[src/spb_params.svh]
// constants of the serial port buffer block
`ifndef SPB_PARAMS_SVH
`define SPB_PARAMS_SVH
// register indices on the plain register port
`define SPB_REG_STAT    3'h0
`define SPB_REG_CON1    3'h1
`define SPB_REG_CON2    3'h2
`define SPB_REG_DATA    3'h3
`define SPB_REG_INTST   3'h4
`define SPB_REG_INTMSK  3'h5
// status register fields
`define SPB_STAT_EN     15
`define SPB_STAT_BUSY   7
`define SPB_STAT_TBF    1
`define SPB_STAT_RBF    0
// control one fields
`define SPB_CON1_MASK   16'h1fff
`define SPB_CON1_RST    16'h0000
`define SPB_CON1_DSCK   12
`define SPB_CON1_DSDO   11
`define SPB_CON1_W16    10
`define SPB_CON1_SMP    9
`define SPB_CON1_CKE    8
`define SPB_CON1_CKP    6
`define SPB_CON1_MST    5
// control two fields
`define SPB_CON2_FIFO   0
// interrupt status bits
`define SPB_INT_RXDONE  0
`define SPB_INT_TXLOAD  1
`define SPB_INT_OVF     2
`define SPB_INT_W       3
// buffer depth and limits
`define SPB_DEPTH       8
`define SPB_LIM_FIFO    4'h8
`define SPB_LIM_STD     4'h1
// word widths in bits
`define SPB_BITS16      5'h10
`define SPB_BITS8       5'h08
// master serial clock half period
`define SPB_CLK_NS      5
`define SPB_HALF_NS     40
`define SPB_HALF_CYC    (`SPB_HALF_NS / `SPB_CLK_NS)
`endif

[src/spb_pkg.sv]
// types of the serial port buffer block
package spb_pkg;
    // master engine states
    typedef enum logic [0:0] {
        st_idle,
        st_run
    } spb_state_e;
endpackage : spb_pkg

[src/spb_sync.sv]
// two flip-flop synchroniser for the serial pins
`timescale 1ns/10ps
`default_nettype none
module spb_sync (
    input  wire logic       mclk_in,
    input  wire logic       rst_in,
    input  wire logic [2:0] async_in,
    output var  logic [2:0] sync_out
);
    logic [2:0] meta;         // first stage, read only by second
    logic [2:0] next_meta;    // next first stage
    logic [2:0] next_sync;    // next second stage

    // next values of both stages
    always_comb begin
        next_meta = async_in;
        next_sync = meta;
    end

    // register both stages
    always_ff @(posedge mclk_in) begin
        if (rst_in) begin
            meta     <= 3'h0;
            sync_out <= 3'h0;
        end else begin
            meta     <= next_meta;
            sync_out <= next_sync;
        end
    end
endmodule : spb_sync
`default_nettype wire

[src/spb_fifo.sv]
// word buffer with a run-time depth limit
`timescale 1ns/10ps
`default_nettype none
`include "spb_params.svh"
module spb_fifo (
    input  wire logic        mclk_in,
    input  wire logic        rst_in,
    input  wire logic        push_in,
    input  wire logic        pop_in,
    input  wire logic [15:0] data_in,
    input  wire logic [3:0]  limit_in,
    output var  logic [15:0] data_out,
    output var  logic        full_out,
    output var  logic        empty_out,
    output var  logic [3:0]  count_out
);
    logic [15:0] mem [0:`SPB_DEPTH-1];      // entries
    logic [15:0] next_mem [0:`SPB_DEPTH-1]; // next entries
    logic [2:0]  wptr, next_wptr;           // write index
    logic [2:0]  rptr, next_rptr;           // read index
    logic [3:0]  next_count;                // next fill level
    logic        push_ok;                   // push accepted
    logic        pop_ok;                    // pop accepted

    // flags and head word
    always_comb begin
        full_out  = (count_out >= limit_in);
        empty_out = (count_out == 4'h0);
        data_out  = mem[rptr];
        push_ok   = push_in && !full_out;
        pop_ok    = pop_in && !empty_out;
        next_mem  = mem;
        next_wptr = wptr;
        next_rptr = rptr;
        next_count = count_out;
        // a push into a full buffer is dropped
        if (push_ok) begin
            next_mem[wptr] = data_in;
            next_wptr      = wptr + 3'h1;
        end
        // a pop of an empty buffer is ignored
        if (pop_ok) begin
            next_rptr = rptr + 3'h1;
        end
        next_count = count_out + {3'h0, push_ok} - {3'h0, pop_ok};
    end

    // pointers and level
    always_ff @(posedge mclk_in) begin
        if (rst_in) begin
            wptr      <= 3'h0;
            rptr      <= 3'h0;
            count_out <= 4'h0;
        end else begin
            wptr      <= next_wptr;
            rptr      <= next_rptr;
            count_out <= next_count;
        end
    end

    // storage, one flop row per entry
    genvar gi;
    generate
        for (gi = 0; gi < `SPB_DEPTH; gi = gi + 1) begin : g_ent
            always_ff @(posedge mclk_in) begin
                mem[gi] <= next_mem[gi];
            end
        end
    endgenerate
endmodule : spb_fifo
`default_nettype wire

[src/spb_core.sv]
// serial port buffer flags, control and shift engine
//
// Contract
// - standard mode: write sets transmit full
// - standard mode: load to shifter clears it
// - fifo mode: write filling last entry sets
// - fifo mode: free entry clears transmit full
// - standard mode: received word sets receive full
// - standard mode: data read clears receive full
// - fifo mode: word filling last entry sets
// - fifo mode: free entry clears receive full
// - master samples end or middle by phase
//
// Decided for this implementation: strobed register access and the register addresses.
`timescale 1ns/10ps
`default_nettype none
`include "spb_params.svh"
module spb_core (
    input  wire logic        mclk_in,
    input  wire logic        rst_in,
    input  wire logic [2:0]  addr_in,
    input  wire logic [15:0] wr_data_in,
    input  wire logic        wr_in,
    input  wire logic        rd_in,
    output var  logic [15:0] rd_data_out,
    output var  logic        irq_out,
    input  wire logic        sck_in,
    output var  logic        sck_out,
    output var  logic        sck_oe_n_out,
    input  wire logic        sdi_in,
    output var  logic        sdo_out,
    output var  logic        sdo_oe_n_out,
    input  wire logic        ss_n_in
);
    // ------------------------------------------------------------
    // state
    // ------------------------------------------------------------
    logic                       en;          // port enable
    logic [15:0]                con1;        // control one
    logic                       fifo_mode;   // eight level mode
    logic [`SPB_INT_W-1:0]      int_st;      // sticky events
    logic [`SPB_INT_W-1:0]      int_msk;     // event mask
    spb_pkg::spb_state_e        state;       // master engine state
    logic [3:0]                 half_cnt;    // half period counter
    logic                       half_ph;     // second half of bit
    logic [4:0]                 bit_cnt;     // bits done in word
    logic [15:0]                tx_sr;       // outgoing shift reg
    logic [15:0]                rx_sr;       // incoming shift reg
    logic                       sl_loaded;   // slave word loaded
    logic                       sck_prev;    // last synced clock
    // next values
    logic                       next_en;
    logic [15:0]                next_con1;
    logic                       next_fifo_mode;
    logic [`SPB_INT_W-1:0]      next_int_st;
    logic [`SPB_INT_W-1:0]      next_int_msk;
    spb_pkg::spb_state_e        next_state;
    logic [3:0]                 next_half_cnt;
    logic                       next_half_ph;
    logic [4:0]                 next_bit_cnt;
    logic [15:0]                next_tx_sr;
    logic [15:0]                next_rx_sr;
    logic                       next_sl_loaded;
    logic [15:0]                next_rd_data;
    logic                       next_irq;
    logic                       next_sck;
    logic                       next_sck_oe_n;
    logic                       next_sdo;
    logic                       next_sdo_oe_n;
    // ------------------------------------------------------------
    // wiring
    // ------------------------------------------------------------
    logic [2:0]  pins_s;      // synced {ss_n, sdi, sck}
    logic        sck_s;       // synced clock pin
    logic        sdi_s;       // synced data in
    logic        ss_n_s;      // synced select
    logic        mst;         // master mode
    logic        sample_phase_sel;         // sample phase select
    logic        cke;         // clock edge select
    logic        ckp;         // idle clock level
    logic [4:0]  width;       // bits per word
    logic [3:0]  limit;       // buffer depth in use
    logic        tx_push;     // cpu data write
    logic        rx_pop;      // cpu data read
    logic        tx_pop;      // word to shifter
    logic        rx_push;     // word from shifter
    logic [15:0] rx_word;     // word to receive buffer
    logic [15:0] tx_head;     // next word to send
    logic [15:0] rx_head;     // oldest unread word
    logic        tx_full;     // tx_full_flag
    logic        rx_full;     // rx_full_flag
    logic        tx_empty;    // nothing to send
    logic        rx_empty;    // nothing to read
    logic [3:0]  tx_count;    // transmit level
    logic [3:0]  rx_count;    // receive level
    logic        ev_ovf;      // word lost, buffer full
    logic        tick;        // half period elapsed
    logic        rise;        // synced clock rose
    logic        fall;        // synced clock fell
    logic        smp_edge;    // slave sample edge
    logic        chg_edge;    // slave change edge
    logic [15:0] ld;          // aligned load word
    logic [15:0] rx_nx;       // shifter after a sample

    assign sck_s  = pins_s[0];
    assign sdi_s  = pins_s[1];
    assign ss_n_s = pins_s[2];
    assign mst    = con1[`SPB_CON1_MST];
    assign sample_phase_sel    = con1[`SPB_CON1_SMP];
    assign cke    = con1[`SPB_CON1_CKE];
    assign ckp    = con1[`SPB_CON1_CKP];

    // pins into the clock domain
    spb_sync u_sync (
        .mclk_in  (mclk_in),
        .rst_in   (rst_in),
        .async_in ({ss_n_in, sdi_in, sck_in}),
        .sync_out (pins_s)
    );

    // transmit buffer, depth one in standard mode
    spb_fifo u_txf (
        .mclk_in   (mclk_in),
        .rst_in    (rst_in),
        .push_in   (tx_push),
        .pop_in    (tx_pop),
        .data_in   (wr_data_in),
        .limit_in  (limit),
        .data_out  (tx_head),
        .full_out  (tx_full),
        .empty_out (tx_empty),
        .count_out (tx_count)
    );

    // receive buffer, depth one in standard mode
    spb_fifo u_rxf (
        .mclk_in   (mclk_in),
        .rst_in    (rst_in),
        .push_in   (rx_push),
        .pop_in    (rx_pop),
        .data_in   (rx_word),
        .limit_in  (limit),
        .data_out  (rx_head),
        .full_out  (rx_full),
        .empty_out (rx_empty),
        .count_out (rx_count)
    );

    // ------------------------------------------------------------
    // next state
    // ------------------------------------------------------------
    always_comb begin
        rx_nx = rx_sr;
        // full flags follow buffer level against limit
        limit = fifo_mode ? `SPB_LIM_FIFO : `SPB_LIM_STD;
        width = con1[`SPB_CON1_W16] ? `SPB_BITS16 : `SPB_BITS8;
        ld    = con1[`SPB_CON1_W16] ? tx_head : {tx_head[7:0], 8'h00};
        tx_push = wr_in && (addr_in == `SPB_REG_DATA);
        rx_pop  = rd_in && (addr_in == `SPB_REG_DATA);
        tick  = (half_cnt == 4'(`SPB_HALF_CYC - 1));
        rise  = sck_s && !sck_prev;
        fall  = !sck_s && sck_prev;
        smp_edge = (cke ^ ckp) ? rise : fall;
        chg_edge = (cke ^ ckp) ? fall : rise;
        tx_pop  = 1'b0;
        rx_push = 1'b0;
        next_en        = en;
        next_con1      = con1;
        next_fifo_mode = fifo_mode;
        next_int_msk   = int_msk;
        next_state     = state;
        next_half_cnt  = half_cnt;
        next_half_ph   = half_ph;
        next_bit_cnt   = bit_cnt;
        next_tx_sr     = tx_sr;
        next_rx_sr     = rx_sr;
        next_sl_loaded = sl_loaded;
        next_sdo       = sdo_out;
        next_sck       = ckp;
        // register writes
        if (wr_in) begin
            case (addr_in)
                `SPB_REG_STAT:   next_en = wr_data_in[`SPB_STAT_EN];
                `SPB_REG_CON1:   next_con1 = wr_data_in & `SPB_CON1_MASK;
                `SPB_REG_CON2:   next_fifo_mode = wr_data_in[`SPB_CON2_FIFO];
                `SPB_REG_INTMSK: next_int_msk = wr_data_in[`SPB_INT_W-1:0];
                default:         next_en = en;
            endcase
        end
        // master engine
        if (!en || !mst) begin
            next_state = spb_pkg::st_idle;
        end else begin
            case (state)
                spb_pkg::st_idle: begin
                    // load holding word into shifter, frees entry
                    if (!tx_empty) begin
                        tx_pop        = 1'b1;
                        next_sdo      = ld[15];
                        next_tx_sr    = {ld[14:0], 1'b0};
                        next_half_cnt = 4'h0;
                        next_half_ph  = 1'b0;
                        next_bit_cnt  = 5'h00;
                        next_state    = spb_pkg::st_run;
                    end
                end
                spb_pkg::st_run: begin
                    next_half_cnt = half_cnt + 4'h1;
                    if (tick) begin
                        next_half_cnt = 4'h0;
                        next_half_ph  = !half_ph;
                        // sample mid bit or end of bit
                        if (half_ph == sample_phase_sel) begin
                            rx_nx      = {rx_sr[14:0], sdi_s};
                            next_rx_sr = rx_nx;
                        end
                        if (half_ph) begin
                            next_bit_cnt = bit_cnt + 5'h01;
                            if (next_bit_cnt == width) begin
                                rx_push    = 1'b1;
                                next_state = spb_pkg::st_idle;
                            end else begin
                                next_sdo   = tx_sr[15];
                                next_tx_sr = {tx_sr[14:0], 1'b0};
                            end
                        end
                    end
                    next_sck = ckp ^ (cke ? next_half_ph : !next_half_ph);
                end
                default: next_state = spb_pkg::st_idle;
            endcase
        end
        // slave engine, clocked by the synced pin
        if (en && !mst) begin
            if (!sl_loaded && !tx_empty) begin
                tx_pop         = 1'b1;
                next_sl_loaded = 1'b1;
                next_tx_sr     = cke ? {ld[14:0], 1'b0} : ld;
                next_sdo       = cke ? ld[15] : sdo_out;
            end
            if (ss_n_s) begin
                next_bit_cnt = 5'h00;
            end else if (smp_edge) begin
                rx_nx        = {rx_sr[14:0], sdi_s};
                next_rx_sr   = rx_nx;
                next_bit_cnt = bit_cnt + 5'h01;
                if (next_bit_cnt == width) begin
                    rx_push        = 1'b1;
                    next_bit_cnt   = 5'h00;
                    next_sl_loaded = 1'b0;
                end
            end else if (chg_edge) begin
                next_sdo   = tx_sr[15];
                next_tx_sr = {tx_sr[14:0], 1'b0};
            end
        end
        rx_word = con1[`SPB_CON1_W16] ? rx_nx : {8'h00, rx_nx[7:0]};
        // a word into a full receive buffer is discarded
        ev_ovf = rx_push && rx_full && !rx_pop;
        // events set, reading interrupt status clears; set wins
        next_int_st = int_st;
        if (rd_in && (addr_in == `SPB_REG_INTST)) begin
            next_int_st = '0;
        end
        next_int_st[`SPB_INT_RXDONE] = next_int_st[`SPB_INT_RXDONE] | rx_push;
        next_int_st[`SPB_INT_TXLOAD] = next_int_st[`SPB_INT_TXLOAD] | tx_pop;
        next_int_st[`SPB_INT_OVF]    = next_int_st[`SPB_INT_OVF] | ev_ovf;
        next_irq = |(next_int_st & next_int_msk);
        // pin drive, low enable means driving
        next_sck_oe_n = !(next_en && next_con1[`SPB_CON1_MST]
                          && !next_con1[`SPB_CON1_DSCK]);
        next_sdo_oe_n = !(next_en && !next_con1[`SPB_CON1_DSDO]
                          && (next_con1[`SPB_CON1_MST] || !ss_n_s));
        // register read mux
        next_rd_data = 16'h0000;
        if (rd_in) begin
            case (addr_in)
                `SPB_REG_STAT: begin
                    next_rd_data[`SPB_STAT_EN]   = en;
                    next_rd_data[`SPB_STAT_BUSY] = (state == spb_pkg::st_run);
                    next_rd_data[`SPB_STAT_TBF]  = tx_full;
                    next_rd_data[`SPB_STAT_RBF]  = rx_full;
                end
                `SPB_REG_CON1:   next_rd_data = con1;
                `SPB_REG_CON2:   next_rd_data[`SPB_CON2_FIFO] = fifo_mode;
                `SPB_REG_DATA:   next_rd_data = rx_empty ? 16'h0000 : rx_head;
                `SPB_REG_INTST:  next_rd_data[`SPB_INT_W-1:0] = int_st;
                `SPB_REG_INTMSK: next_rd_data[`SPB_INT_W-1:0] = int_msk;
                default:         next_rd_data = 16'h0000;
            endcase
        end
    end

    // ------------------------------------------------------------
    // registers
    // ------------------------------------------------------------
    always_ff @(posedge mclk_in) begin
        if (rst_in) begin
            en           <= 1'b0;
            con1         <= `SPB_CON1_RST;
            fifo_mode    <= 1'b0;
            int_st       <= '0;
            int_msk      <= '0;
            state        <= spb_pkg::st_idle;
            half_cnt     <= 4'h0;
            half_ph      <= 1'b0;
            bit_cnt      <= 5'h00;
            tx_sr        <= 16'h0000;
            rx_sr        <= 16'h0000;
            sl_loaded    <= 1'b0;
            sck_prev     <= 1'b0;
            rd_data_out  <= 16'h0000;
            irq_out      <= 1'b0;
            sck_out      <= 1'b0;
            sck_oe_n_out <= 1'b1;
            sdo_out      <= 1'b0;
            sdo_oe_n_out <= 1'b1;
        end else begin
            en           <= next_en;
            con1         <= next_con1;
            fifo_mode    <= next_fifo_mode;
            int_st       <= next_int_st;
            int_msk      <= next_int_msk;
            state        <= next_state;
            half_cnt     <= next_half_cnt;
            half_ph      <= next_half_ph;
            bit_cnt      <= next_bit_cnt;
            tx_sr        <= next_tx_sr;
            rx_sr        <= next_rx_sr;
            sl_loaded    <= next_sl_loaded;
            sck_prev     <= sck_s;
            rd_data_out  <= next_rd_data;
            irq_out      <= next_irq;
            sck_out      <= next_sck;
            sck_oe_n_out <= next_sck_oe_n;
            sdo_out      <= next_sdo;
            sdo_oe_n_out <= next_sdo_oe_n;
        end
    end
endmodule : spb_core
`default_nettype wire

[config.mk]
export PLATFORM = sky130hd
export DESIGN_NAME = spb_core
export DESIGN_NICKNAME = d
export VERILOG_FILES = /design/src/spb_pkg.sv /design/src/spb_sync.sv /design/src/spb_fifo.sv /design/src/spb_core.sv
export VERILOG_INCLUDE_DIRS = /design/src
export SDC_FILE = /design/constraint.sdc
export NUM_CORES = 1
export LEC_CHECK = 0
export BUFFER_PORTS_ARGS = -buffer_cell sky130_fd_sc_hd__buf_2
export CORE_UTILIZATION = 50
export CTS_CLUSTER_SIZE = 40
export DETAILED_ROUTE_END_ITERATION = 12
export HOLD_SLACK_MARGIN = 0.03
export PLACE_DENSITY = 0.77
export RECOVER_POWER = 50
export SYNTH_ARGS = -nofsm -noshare
export SYNTH_HDL_FRONTEND = slang
export SYNTH_HIERARCHICAL = 1
export SYNTH_SLANG_ARGS = --single-unit
[constraint.sdc]
create_clock -name mclk_in -period 3.5 [get_ports mclk_in]
set_input_delay 0.35 -clock mclk_in [delete_from_list [all_inputs] [get_ports mclk_in]]
set_output_delay 0.35 -clock mclk_in [all_outputs]
set_load 0.1 [all_outputs]
==> impl_metrics.yaml <==
layout:
  seq_area_um2: 9950
  fin_area_um2: 18500
  layout.nets: 1281
  area_growth_pct: 11.5
  fillers: 2531
  drive_above_1_share: 0.146
  multiInputGateArea_um2: 6170
yosys:
  synth_top_area_share: 0.462
  yosysWarnings: 6
  synth-simple-area-share: 0.0878
  synth_most_common_cell: "edfxtp_1"
  yosys.cell_types.count: 82
  synth_fa_ha_area_frac: 0.0205
  synth_top_family_by_area: "multiplexers"
  syn_area_per_cell_um2: 14.2
  synth_compound_area_frac: 0.0813
  syn_inst: 1168
  synthFlopType: "edfxtp_1"
  synthMuxAreaShare: 0.174
  synth_area_leaders: "edfxtp_1 (46%), dfxtp_1 (14%), mux4_1 (9.2%)"
  ys_top_cells_by_count: "edfxtp_1 (256), dfxtp_1 (113), nand2_1 (67)"
  synth_edf_count: 256
  synth_top_area_cell: "edfxtp_1"
  netlist_area_um2: 16600
  synth_async_sr_flop_share: 0
  yosysSeqAreaShare: 0.598
  synth-xor-area-share: 0.00459
  ys_seq_elements: 369
placed_design:
  dp_hpwl_um: 23400
  pre_cts_slack_ns: 0.220
  placed_cell_area_um2: 17400
  portBuffers: 46
  gp_congestion: 0.975
timing:
  timing.setup.tns_ns: 0
  maxSlewHeadroom: -0.294
  max_freq_ghz: 0.303
  worst_pin_slew_ns: 1.94
  fin_skew_ns: 0.0213
  period_needed_ns: 3.30
  rsz0062_at_grt: "false"
  worst_slack_ns: 0.195
  finalMaxSlewViolations: 69
  timing.final.crit_share: 0.944
  hold_violations: 0
  final-setup-viol-count: 0
  finalHoldWorstSlack_ns: 0.0509
drt:
  drc: 0
  routed_wirelength_um: 36900
  vias_per_cell: 6.01
  drtIter0Drc: 1040
  ant_nets: 0
  vias: 10200
  dr.pass1.iters: 6
  post_drt_wl_per_cell_um: 21.7
power:
  p_int_mw: 7.05
  p_sw_frac: 0.216
  p_clk_frac: 0.431
  comb_power_share: 0.048
  seqPwrFrac: 0.521
  peakVddDrop_v: 0.000397
  p_sw_mw: 1.94
  pwr_density_cell_nw_per_um2: 485
  leakagePower_nw: 6.20
  finalPower_mw: 8.99
min_path:
  min_path_cells: 2
  min_from: "sck_in"
  hp-class: "in -> reg"
worst_setup_path:
  critPathMaxFanout: 25
  start_kind: "register"
  end_kind: "register"
  worst_ep_arrival_time_ns: 3.56
  rr_startpoint: "en"
  critPathKind: "reg -> reg"
  cp.required_ns: 3.76
  reg2reg_depth: 7
  cp-startpoint: "en"
global_routing:
  grt-ovfl-total: 0
  grt_max_degree: 56
  antenna_found_initial: 3
  grt.total_usage: 0.223
  grt_pass1_wl_um: 57300
  grt_pass1_vias: 10300
die:
  die_width_um: 184
  num_io_pins: 47
  placementRows: 66
  coreArea_um2: 32600
  die_h_um: 184
  initial_utilization: 0.510
  dieArea_um2: 34000
clock_tree:
  ctsRootBufferMaster: "clkbuf_16"
  cts_tree: "done"
  ctsHtreeMaxLevel: 2
  cts_made_buffers: 39
  clockBufferDepth: 3
  numClockSinks: 369
  clock_latency_ns: 0.54
  clk_pin_slew_ns: 0.06
outcome:
  outcome: "finished with violations"
  violations: "capacitance limit, slew limit"
job:
  max_cap_viol_count: 2
-- final timing paths --
| path | endpoint | slack (ns) |
|---|---|---|
| max reg2reg | u_rxf/mem[78] | 0.20 |
| min | u_sync/meta[0] | 0.05 |
| max | u_rxf/mem[78] | 0.20 |
| min reg2reg | u_sync/sync_out[1] | 0.46 |
-- logic make-up (layout without fill, tap and decap cells) --
logic type	after synthesis	after routing
xor gates and xnor gates	7	7
adders and majority gates	26	26
other	1	6
DFF	369	369
buffers and inverters	115	203
AOI/OAI and AO/OA	198	198
and+or+nand+nor	278	278
muxes	174	174
-- cell type report --
cell class / instances / share of cell area
clock buffers: 54 / 0.0579
well taps: 442 / 0.0298
repair buffers: 90 / 0.0277
diodes: 2 / 0.000270
flip-flops and latches: 369 / 0.536
clock inverters: 17 / 0.00675
multi-input cells: 687 / 0.333
inverters: 42 / 0.00850
-- flip-flops by register name, summed over array words and instances (netlist names), 3 cells and up --
signal	flops
u_txf/rptr	3
half_cnt	4
u_rxf/rptr	3
rd_data_out	16
bit_cnt	5
u_txf/count_out	4
u_sync/sync_out	3
u_txf/mem	128
u_txf/wptr	3
con1	13
rx_sr	16
tx_sr	16
int_msk	3
u_rxf/count_out	4
int_st	3
u_sync/meta	3
u_rxf/wptr	3
u_rxf/mem	128
-- what timing repair did --
item,CTS,global route
hold buffers,1,0
hold endpoints to repair,1,0
resized for setup,0,1
buffers inserted,0,0
endpoints found under the setup margin,0,3
-- worst max-delay path: stages, from the launching register on --
cell and delay [ns]:
dfxtp_1 0.39, and2_1 0.17, buf_4 0.28, nand2_1 0.19
o32ai_1 0.38, clkbuf_1 0.86, mux2i_1 0.25, nor2b_1 0.50
-- layout by cell type (no fill, tap or decap), types with 20 or more instances in the layout --
cell,Yosys,routed
inv_1,41,41
nand2_1,67,67
ha_1,24,24
mux4_1,58,58
dfxtp_1,113,112
nor2b_1,26,26
nor2_1,63,63
buf_4,0,38
clkbuf_16,0,40
nand3_1,20,20
edfxtp_1,256,256
mux2i_1,48,48
a21oi_1,54,54
o21ai_0,32,32
clkbuf_1,48,54
mux2_2,55,49
-- power by group through the flow --
stage / Sequential (mW) / Clock [mW] / Combinational, mW
2_1_floorplan: 4.78 / 0 / 0.281
4_1_cts: 4.68 / 3.95 / 0.434
5_1_grt: 4.69 / 4.13 / 0.472
3_3_place_gp: 4.78 / 0 / 0.423
3_5_place_dp: 4.78 / 0 / 0.430
6_report: 4.68 / 3.88 / 0.429
-- routing by layer --
| metal | GRT usage | routed length [µm] | vias up |
|---|---|---|---|
| li1 | - | - | 4683 |
| met1 | 0.284 | 15000 | 5062 |
| met2 | 0.369 | 18000 | 404 |
| met3 | 0.0468 | 2590 | 88 |
| met4 | 0.0943 | 1330 | 2 |
| met5 | 0 | 16 | - |
-- per-stage QoR --
step,instances,utilization
2_1_floorplan,1171,-
3_3_place_gp,1629,0.535
3_5_place_dp,1629,0.535
4_1_cts,1701,0.572
5_1_grt,1703,0.569
6_report,1703,0.569
No activity file was read; power rests on OpenSTA's default activity.
